`config.mk`:
```
export PLATFORM = sky130hd
export DESIGN_NAME = reic_event_irq_ctrl
export DESIGN_NICKNAME = d
export VERILOG_FILES = /design/src/rtl/reic_pkg.sv /design/src/rtl/reic_link_if.sv /design/src/rtl/reic_entry_check.sv /design/src/rtl/reic_event_irq_ctrl.sv /design/src/rtl/reic_event_select.sv
export SDC_FILE = /design/constraint.sdc
export NUM_CORES = 1
export LEC_CHECK = 0
export BUFFER_PORTS_ARGS = -buffer_cell sky130_fd_sc_hd__buf_2
export CORE_AREA = 5 5 66 68
export DETAILED_ROUTE_END_ITERATION = 10
export DIE_AREA = 0 0 71 73
export GPL_TIMING_DRIVEN = 0
export MAX_ROUTING_LAYER = met4
export PLACE_DENSITY = 0.83
export SLEW_MARGIN = 20
export SYNTH_ARGS = -nofsm -noshare
export SYNTH_HDL_FRONTEND = slang
export SYNTH_HIERARCHICAL = 1
export SYNTH_SLANG_ARGS = --single-unit
```
`constraint.sdc`:
```
create_clock -name clk_i -period 1.4 [get_ports clk_i]
set_clock_uncertainty 0.05 [all_clocks]
set_input_delay 0.07 -clock clk_i [delete_from_list [all_inputs] [get_ports clk_i]]
set_output_delay 0.07 -clock clk_i [all_outputs]
set_load 0.03 [all_outputs]
```
`src/rtl/reic_pkg.sv`:
```
// Shared constants and types of the RTC event flag and interrupt control.
package reic_pkg;
  localparam int ADDR_W = 8;
  localparam int DATA_W = 8;
  localparam int NSRC   = 5;
  localparam int NGRP   = 4;

  localparam logic [ADDR_W-1:0] STATUS_OFS  = 8'h58;
  localparam logic [ADDR_W-1:0] CLEAR_OFS   = 8'h5C;
  localparam logic [ADDR_W-1:0] ENABLE_OFS  = 8'h60;
  localparam logic [ADDR_W-1:0] DISABLE_OFS = 8'h64;
  localparam logic [ADDR_W-1:0] MASK_OFS    = 8'h68;
  localparam logic [ADDR_W-1:0] VALID_OFS   = 8'h6C;
  localparam logic [ADDR_W-1:0] CTRL_OFS    = 8'h70;

  localparam int ACK_BIT   = 0;
  localparam int ALARM_BIT = 1;
  localparam int SEC_BIT   = 2;
  localparam int TIME_BIT  = 3;
  localparam int CAL_BIT   = 4;

  localparam logic [NSRC-1:0] ACK_ONLY   = 5'h01;
  localparam logic [NSRC-1:0] STATUS_RST = 5'h00;
  localparam logic [NSRC-1:0] MASK_RST   = 5'h00;
  localparam logic [NGRP-1:0] VALID_RST  = 4'h0;
  localparam logic [3:0]      CTRL_RST   = 4'h0;
  localparam int TSEL_LSB = 0;
  localparam int CSEL_LSB = 2;

  typedef enum logic [1:0] {
    REIC_TEV_MINUTE = 2'b00, REIC_TEV_HOUR = 2'b01, REIC_TEV_NOON = 2'b10, REIC_TEV_MIDNIGHT = 2'b11
  } reic_tev_sel_t;
  typedef enum logic [1:0] {
    REIC_CEV_WEEK = 2'b00, REIC_CEV_MONTH = 2'b01, REIC_CEV_YEAR = 2'b10, REIC_CEV_NONE = 2'b11
  } reic_cev_sel_t;

  // Groups: time, calendar, time alarm, calendar alarm; fields 0..2 per group.
  localparam logic [NGRP-1:0][2:0][7:0] CHK_MASK =
    {{8'h00, 8'h1F, 8'h3F}, {8'h3F, 8'h7F, 8'h7F}, {8'hFF, 8'h1F, 8'h3F}, {8'h3F, 8'h7F, 8'h7F}};
  localparam logic [NGRP-1:0][2:0][7:0] CHK_LO =
    {{8'h00, 8'h01, 8'h01}, {8'h00, 8'h00, 8'h00}, {8'h00, 8'h01, 8'h01}, {8'h00, 8'h00, 8'h00}};
  localparam logic [NGRP-1:0][2:0][7:0] CHK_HI =
    {{8'h00, 8'h12, 8'h31}, {8'h23, 8'h59, 8'h59}, {8'h99, 8'h12, 8'h31}, {8'h23, 8'h59, 8'h59}};

  function automatic logic reic_field_ok(input logic [7:0] v, input logic [7:0] m,
                                         input logic [7:0] lo, input logic [7:0] hi);
    logic [7:0] f;
    f = v & m;
    return (f[7:4] <= 4'h9) && (f[3:0] <= 4'h9) && (f >= lo) && (f <= hi);
  endfunction : reic_field_ok
endpackage : reic_pkg

```
`src/rtl/reic_link_if.sv`:
```
// Internal carrier between the event selector, the entry checker and the top.
`timescale 1ns/1ns
`default_nettype none
interface reic_link_if;
  logic [reic_pkg::NSRC-1:0] event_pulse;
  logic [reic_pkg::NGRP-1:0] bad_set;
  logic [reic_pkg::NGRP-1:0] bad_clr;
  modport evt_src (output event_pulse);
  modport chk_src (output bad_set, output bad_clr);
  modport sink    (input event_pulse, input bad_set, input bad_clr);
endinterface : reic_link_if
`default_nettype wire

```
`src/rtl/reic_entry_check.sv`:
```
// Checker that flags BCD entries written to the time, calendar and alarm groups.
`timescale 1ns/1ns
`default_nettype none
module reic_entry_check #(
  parameter int GROUPS = reic_pkg::NGRP
) (
  input  wire logic              clk_i,
  input  wire logic              rstn_i,
  input  wire logic [GROUPS-1:0] entry_wr_i,
  input  wire logic [7:0]        entry_f0_i,
  input  wire logic [7:0]        entry_f1_i,
  input  wire logic [7:0]        entry_f2_i,
  reic_link_if.chk_src           link
);
  if (GROUPS != reic_pkg::NGRP) begin : g_bad_groups
    $error("reic_entry_check: GROUPS must equal the size of the check tables");
  end

  logic [GROUPS-1:0] grp_ok;
  for (genvar g = 0; g < GROUPS; g++) begin : g_grp
    assign grp_ok[g] =
      reic_pkg::reic_field_ok(entry_f0_i, reic_pkg::CHK_MASK[g][0], reic_pkg::CHK_LO[g][0], reic_pkg::CHK_HI[g][0]) &&
      reic_pkg::reic_field_ok(entry_f1_i, reic_pkg::CHK_MASK[g][1], reic_pkg::CHK_LO[g][1], reic_pkg::CHK_HI[g][1]) &&
      reic_pkg::reic_field_ok(entry_f2_i, reic_pkg::CHK_MASK[g][2], reic_pkg::CHK_LO[g][2], reic_pkg::CHK_HI[g][2]);
  end

  always_ff @(posedge clk_i or negedge rstn_i) begin
    if (!rstn_i) begin
      link.bad_set <= '0;
      link.bad_clr <= '0;
    end else begin
      link.bad_set <= entry_wr_i & ~grp_ok; // RULE5
      link.bad_clr <= entry_wr_i & grp_ok; // RULE8
    end
  end
endmodule : reic_entry_check
`default_nettype wire

```
`src/rtl/reic_event_irq_ctrl.sv`:
```
// Top level of the RTC event flags, interrupt enables and entry validity logic.
// Summary of operation
// RULE1: Writing the status-clear command clears every status flag whose bit is one and leaves the rest; the code ignores bit 0, and a same-cycle event wins.
// RULE2: Writing the enable command turns on every interrupt source whose bit is one and leaves the rest.
// RULE3: Writing the disable command turns off every interrupt source whose bit is one and leaves the rest.
// RULE4: The mask register reads back the enable state of the five sources in bits 4..0 and resets to zero.
// RULE5: Bit 0 of the valid-entry register is set when invalid time data is written, else it reads zero.
// RULE6: Bit 1 of the valid-entry register is set when invalid calendar data is written, else zero.
// RULE7: Bit 2 of the valid-entry register is set when invalid time-alarm data is written, else zero.
// RULE8: Bit 3 of the valid-entry register is set when invalid calendar-alarm data is written, else zero.
// RULE9: The update-acknowledge flag is one while the clock is stopped and zero while it runs.
// RULE10: The time and calendar event flags rise on the tick picked by their selection fields.
// RULE11: The interrupt output is high while any status flag is set with its mask bit one.
`timescale 1ns/1ns
`default_nettype none

module reic_event_irq_ctrl (
  input  wire logic                          clk_i,
  input  wire logic                          rstn_i,
  input  wire logic [reic_pkg::ADDR_W-1:0]   addr_i,
  input  wire logic [reic_pkg::DATA_W-1:0]   wdata_i,
  input  wire logic                          wr_i,
  input  wire logic                          rd_i,
  output var  logic [reic_pkg::DATA_W-1:0]   rdata_o,
  output var  logic                          irq_o,
  input  wire logic                          clock_stopped_i,
  input  wire logic                          alarm_match_i,
  input  wire logic                          second_tick_i,
  input  wire logic                          minute_tick_i,
  input  wire logic                          hour_tick_i,
  input  wire logic                          noon_tick_i,
  input  wire logic                          midnight_tick_i,
  input  wire logic                          week_tick_i,
  input  wire logic                          month_tick_i,
  input  wire logic                          year_tick_i,
  input  wire logic [reic_pkg::NGRP-1:0]     entry_wr_i,
  input  wire logic [7:0]                    entry_f0_i,
  input  wire logic [7:0]                    entry_f1_i,
  input  wire logic [7:0]                    entry_f2_i
);

  logic [reic_pkg::NSRC-1:0] status;
  logic [reic_pkg::NSRC-1:0] mask;
  logic [reic_pkg::NGRP-1:0] valid;
  logic [3:0]                ctrl;

  reic_link_if link ();

  reic_pkg::reic_tev_sel_t tev_sel;
  reic_pkg::reic_cev_sel_t cev_sel;
  assign tev_sel = reic_pkg::reic_tev_sel_t'(ctrl[reic_pkg::TSEL_LSB +: 2]);
  assign cev_sel = reic_pkg::reic_cev_sel_t'(ctrl[reic_pkg::CSEL_LSB +: 2]);

  // Register port decode.
  wire logic wr_clear   = wr_i && (addr_i == reic_pkg::CLEAR_OFS);
  wire logic wr_enable  = wr_i && (addr_i == reic_pkg::ENABLE_OFS);
  wire logic wr_disable = wr_i && (addr_i == reic_pkg::DISABLE_OFS);
  wire logic wr_ctrl    = wr_i && (addr_i == reic_pkg::CTRL_OFS);
  wire logic rd_status  = rd_i && (addr_i == reic_pkg::STATUS_OFS);
  wire logic rd_mask    = rd_i && (addr_i == reic_pkg::MASK_OFS);
  wire logic rd_valid   = rd_i && (addr_i == reic_pkg::VALID_OFS);
  wire logic rd_ctrl    = rd_i && (addr_i == reic_pkg::CTRL_OFS);

  wire logic [reic_pkg::NSRC-1:0] wbits    = wdata_i[reic_pkg::NSRC-1:0];
  wire logic [reic_pkg::NSRC-1:0] evt      = link.event_pulse;
  wire logic [reic_pkg::NSRC-1:0] clr_bits = wr_clear ? wbits : '0;
  wire logic [reic_pkg::NSRC-1:0] en_bits  = wr_enable ? wbits : '0;
  wire logic [reic_pkg::NSRC-1:0] dis_bits = wr_disable ? wbits : '0;

  // The acknowledge flag is dropped as soon as the clock runs again, so
  // software never sees a stale permission to update the counters.
  wire logic [reic_pkg::NSRC-1:0] ack_drop = ~evt & reic_pkg::ACK_ONLY;

  // A set in the same cycle as a clear wins, so no event is lost.
  wire logic [reic_pkg::NSRC-1:0] next_status = (status & ~clr_bits & ~ack_drop) | evt; // RULE1
  wire logic [reic_pkg::NSRC-1:0] next_mask   = (mask | en_bits) & ~dis_bits; // RULE2
  wire logic [reic_pkg::NGRP-1:0] next_valid  = (valid & ~link.bad_clr) | link.bad_set; // RULE6
  wire logic [3:0]                next_ctrl   = wr_ctrl ? wdata_i[3:0] : ctrl;
  wire logic                      next_irq    = |(next_status & next_mask); // RULE11

  // Write-only commands and unmapped addresses read as zero.
  wire logic [reic_pkg::DATA_W-1:0] next_rdata =
    rd_status ? reic_pkg::DATA_W'(status) :
    rd_mask   ? reic_pkg::DATA_W'(mask) : // RULE4
    rd_valid  ? reic_pkg::DATA_W'(valid) :
    rd_ctrl   ? reic_pkg::DATA_W'(ctrl) : '0;

  reic_event_select u_event (
    .clk_i           (clk_i),
    .rstn_i          (rstn_i),
    .time_sel_i      (tev_sel),
    .cal_sel_i       (cev_sel),
    .clock_stopped_i (clock_stopped_i),
    .alarm_match_i   (alarm_match_i),
    .second_tick_i   (second_tick_i),
    .minute_tick_i   (minute_tick_i),
    .hour_tick_i     (hour_tick_i),
    .noon_tick_i     (noon_tick_i),
    .midnight_tick_i (midnight_tick_i),
    .week_tick_i     (week_tick_i),
    .month_tick_i    (month_tick_i),
    .year_tick_i     (year_tick_i),
    .link            (link.evt_src)
  );

  reic_entry_check #(
    .GROUPS (reic_pkg::NGRP)
  ) u_check (
    .clk_i      (clk_i),
    .rstn_i     (rstn_i),
    .entry_wr_i (entry_wr_i),
    .entry_f0_i (entry_f0_i),
    .entry_f1_i (entry_f1_i),
    .entry_f2_i (entry_f2_i),
    .link       (link.chk_src)
  );

  always_ff @(posedge clk_i or negedge rstn_i) begin
    if (!rstn_i) begin
      status <= reic_pkg::STATUS_RST;
    end else begin
      status <= next_status; // RULE9
    end
  end

  always_ff @(posedge clk_i or negedge rstn_i) begin
    if (!rstn_i) begin
      mask <= reic_pkg::MASK_RST; // RULE4
    end else begin
      mask <= next_mask; // RULE3
    end
  end

  always_ff @(posedge clk_i or negedge rstn_i) begin
    if (!rstn_i) begin
      valid <= reic_pkg::VALID_RST;
    end else begin
      valid <= next_valid; // RULE7
    end
  end

  always_ff @(posedge clk_i or negedge rstn_i) begin
    if (!rstn_i) begin
      ctrl <= reic_pkg::CTRL_RST;
    end else begin
      ctrl <= next_ctrl;
    end
  end

  always_ff @(posedge clk_i or negedge rstn_i) begin
    if (!rstn_i) begin
      rdata_o <= '0;
      irq_o   <= 1'b0;
    end else begin
      rdata_o <= next_rdata;
      irq_o   <= next_irq;
    end
  end
endmodule : reic_event_irq_ctrl
`default_nettype wire

```
`src/rtl/reic_event_select.sv`:
```
// Event selector that turns RTC ticks into status flag set requests.
`timescale 1ns/1ns
`default_nettype none
module reic_event_select (
  input  wire logic                    clk_i,
  input  wire logic                    rstn_i,
  input  wire reic_pkg::reic_tev_sel_t time_sel_i,
  input  wire reic_pkg::reic_cev_sel_t cal_sel_i,
  input  wire logic                    clock_stopped_i,
  input  wire logic                    alarm_match_i,
  input  wire logic                    second_tick_i,
  input  wire logic                    minute_tick_i,
  input  wire logic                    hour_tick_i,
  input  wire logic                    noon_tick_i,
  input  wire logic                    midnight_tick_i,
  input  wire logic                    week_tick_i,
  input  wire logic                    month_tick_i,
  input  wire logic                    year_tick_i,
  reic_link_if.evt_src                 link
);
  wire logic time_hit = (time_sel_i == reic_pkg::REIC_TEV_MINUTE) ? minute_tick_i :
                        (time_sel_i == reic_pkg::REIC_TEV_HOUR)   ? hour_tick_i :
                        (time_sel_i == reic_pkg::REIC_TEV_NOON)   ? noon_tick_i : midnight_tick_i;
  wire logic cal_hit  = (cal_sel_i == reic_pkg::REIC_CEV_WEEK)  ? week_tick_i :
                        (cal_sel_i == reic_pkg::REIC_CEV_MONTH) ? month_tick_i :
                        (cal_sel_i == reic_pkg::REIC_CEV_YEAR)  ? year_tick_i : 1'b0;
  // Bit 0 is a level: it stays high for as long as the clock is stopped.
  wire logic [reic_pkg::NSRC-1:0] next_event = {cal_hit, time_hit, second_tick_i, alarm_match_i, clock_stopped_i};

  always_ff @(posedge clk_i or negedge rstn_i) begin
    if (!rstn_i) begin
      link.event_pulse <= '0;
    end else begin
      link.event_pulse <= next_event; // RULE10
    end
  end
endmodule : reic_event_select
`default_nettype wire

```
==> impl_metrics.py <==
metrics = {
    "grt": {
        "antenna_found_initial": 0,
        "grt_pass1_vias": 1506,
        "grt.overflow.total": 0,
        "grt_pass1_wl_mm": 6.589,
        "grt_max_degree": 38,
        "grt_use_total_pct": 16.87,
    },
    "layout": {
        "areaGrowthSynthToFinish_pct": 41.99,
        "drive_gt1_share_pct": 42.54,
        "diodes": 0,
        "nets": 285,
        "fin_cells": 278,
    },
    "logic_synthesis": {
        "synth_common_cells": "dfrtp_1, a21o_1, inv_1",
        "synth_compound_area_share_pct": 17.86,
        "ys_seq_area_share_pct": 54.61,
        "ys_async_sr_fraction_pct": 100.0,
        "yosys_register_bits": 37,
        "yosys.area_share.xor_xnor_pct": 0,
        "syn_inst": 143,
        "synth_cell_types": 41,
        "synthMuxAreaShare_pct": 7.675,
        "synth_top_family_by_area": "compound AO/OA/AOI/OAI gates",
        "synthAdderAreaFrac_pct": 0,
        "synth_top_area_cell": "dfrtp_1",
        "synth_top_area_share_pct": 54.61,
        "synth_area_per_cell_um2": 11.86,
        "synth_edf_count": 0,
        "syn_area_mm2": 0.001695,
        "yosys_warnings": 6,
        "synthSimpleGateAreaFrac_pct": 16.01,
        "synthFlopType": "dfrtp_1",
        "synthMostInstantiatedCell": "dfrtp_1",
        "ys_top_cells_by_area": "dfrtp_1, a21o_1, mux2_2",
    },
    "cts": {
        "clkTransAtPathRegs_ns": 0.07,
        "clock-sinks": 37,
        "root_buffer": "clkbuf_8",
        "clockBufferDepth": 2,
        "cts_tree": "built",
        "cts_max_level": 2,
        "clk_latency_ns": 0.29,
        "cts_made_buffers": 5,
    },
    "sta": {
        "rsz0062_at_grt": "true",
        "post-route-min-period_ns": 1.402,
        "timing.final.max_slew_violations": 0,
        "setup_tns_ns": -0.001807,
        "setup_viol": 1,
        "period_share_pct": 100.1,
        "worst_slack_ns": -0.001807,
        "max-slew-margin-rel_pct": 48.41,
        "holdWs_ns": 0.01890,
        "final_hold_viol_count": 0,
        "worst_pin_slew_ns": 0.7739,
        "fmax_mhz": 713.4,
    },
    "routing": {
        "avgViaCountPerCell": 5.259,
        "first_iter_violations": 122,
        "wl_per_cell_um": 15.21,
        "first_pass_iters": 4,
        "drc": 0,
        "postRouteAntennaNets": 0,
        "vias": 1462,
        "drt-total-wl_mm": 4.227,
    },
    "setup_path": {
        "cp-start-kind": "input port",
        "cp.arrival_ns": 1.53,
        "end_kind": "register",
        "crit_fanout": 6,
        "crit_required_ns": 1.53,
        "crit_type": "in2reg",
    },
    "job": {
        "maxCapViolations": 0,
    },
    "die": {
        "die_y_um": 73,
        "rows": 23,
        "initial_utilization_pct": 44.63,
        "die_w_um": 71,
        "fp.dieArea_mm2": 0.005183,
        "coreArea_mm2": 0.003799,
        "io-pin-count": 67,
    },
    "hold_path": {
        "hold_path_class": "in2reg",
    },
    "placement": {
        "dp.cells": 252,
        "post-place-ws_ns": -0.3955,
        "post-dp-hpwl_mm": 3.050,
        "place_congestion": 0.9331,
        "portBuffers": 57,
    },
    "pwr": {
        "p_total_mw": 2.391,
        "power.density_mw_per_mm2": 993.2,
        "power_leakage_nw": 1.162,
        "peakVddDrop_v": 0.0005405,
    },
    "status": {
        "violations": "setup timing",
        "run_status": "finished, violations left",
    },
}
[worst max-delay path, stage by stage]
cell and delay, ns:
buf_8 0.10, nor4bb_4 0.28, buf_4 0.19, nand3_2 0.08, mux2_4 0.31, a22o_1 0.22, a211o_1 0.27
[power breakdown]
part	switching, mW	internal (mW)
logic	0.151	0.159
registers	0.0221	1.11
clock network	0.365	0.578
total	0.539	1.85
[state kept, by name (all words and copies together), names as in the netlist]
signal	count
rdata_o	5
u_event/link.event_pulse	5
mask	5
irq_o	1
valid	4
u_check/link.bad_set	4
u_check/link.bad_clr	4
ctrl	4
status	5
[final timing paths]
check / from / to / slack (ns) / depth (start not counted)
worst min register to register: u_check/link.bad_set[0] / valid[0] / 0.38 / 1
min in group asynchronous: rstn_i / status[3] / 0.34 / 2
worst min-delay path: week_tick_i / u_event/link.event_pulse[4] / 0.02 / 3
max in group asynchronous: rstn_i / mask[3] / 0.47 / 2
worst max register to register: mask[1] / irq_o / 0.10 / 3
worst max-delay path: addr_i[7] / irq_o / -0.002 / 7
[metal layers]
layer  vias up  part of all wire [%]  track usage, %  wire, µm
met5         -                     0               -         0
met1       682                    38           17.33      1613
met3        10                   8.6           5.510       364
met2        67                    52           29.97      2180
met4         0                   1.7           6.472        70
li1        703                     -               -         -
[metrics by stage]
step	cell area [µm²]	util [%]
after floorplan	1713	-
after global placement	2061	54.25
after detailed placement	2061	54.25
after CTS	2307	60.74
after global routing	2407	63.37
final	2407	63.37
[placed cells by master, fill, tap and decap left out, types with 2 or more instances in the layout]
cell and n:
a21o_1 12, a21oi_1 3, a22o_1 2, a22oi_1 4, buf_2 53, buf_4 11, buf_6 3, clkbuf_8 6
conb_1 3, dfrtp_1 37, dlygate4sd3_1 11, inv_1 8, mux2_2 5, mux2_4 3, nand2_1 5, nand3_1 4
nand3_2 3, nand4_1 7, nor2_1 6, nor2b_1 2, nor3b_1 2, nor4_1 2, o21a_1 2, o21ai_0 6
[what timing repair did]
| item | in CTS | in global routing |
|---|---|---|
| hold buffers | 11 | 0 |
| setup buffers | 1 | 6 |
| endpoints found under the hold margin | 51 | 0 |
| pin swaps | 0 | 7 |
| setup endpoints to repair | 2 | 5 |
| gates resized for setup | 2 | 14 |
[layout make-up]
| class | count | area (µm²) |
|---|---|---|
| flip-flops and latches | 37 | 925.9 |
| clock inverters | 2 | 37.54 |
| inverters | 8 | 30.03 |
| repair buffers | 75 | 476.7 |
| multi-input cells | 95 | 758.2 |
| clock buffers | 6 | 82.58 |
| plain buffers | 5 | 33.78 |
| fillers | 305 | 1391 |
| well taps | 50 | 62.56 |
[logic make-up after synthesis]
logic type	after synthesis
mux	10
other cells	1
flops	37
simple gates	43
compound gates	39
buf+inv	13
No activity file was read; power rests on OpenSTA's default activity.
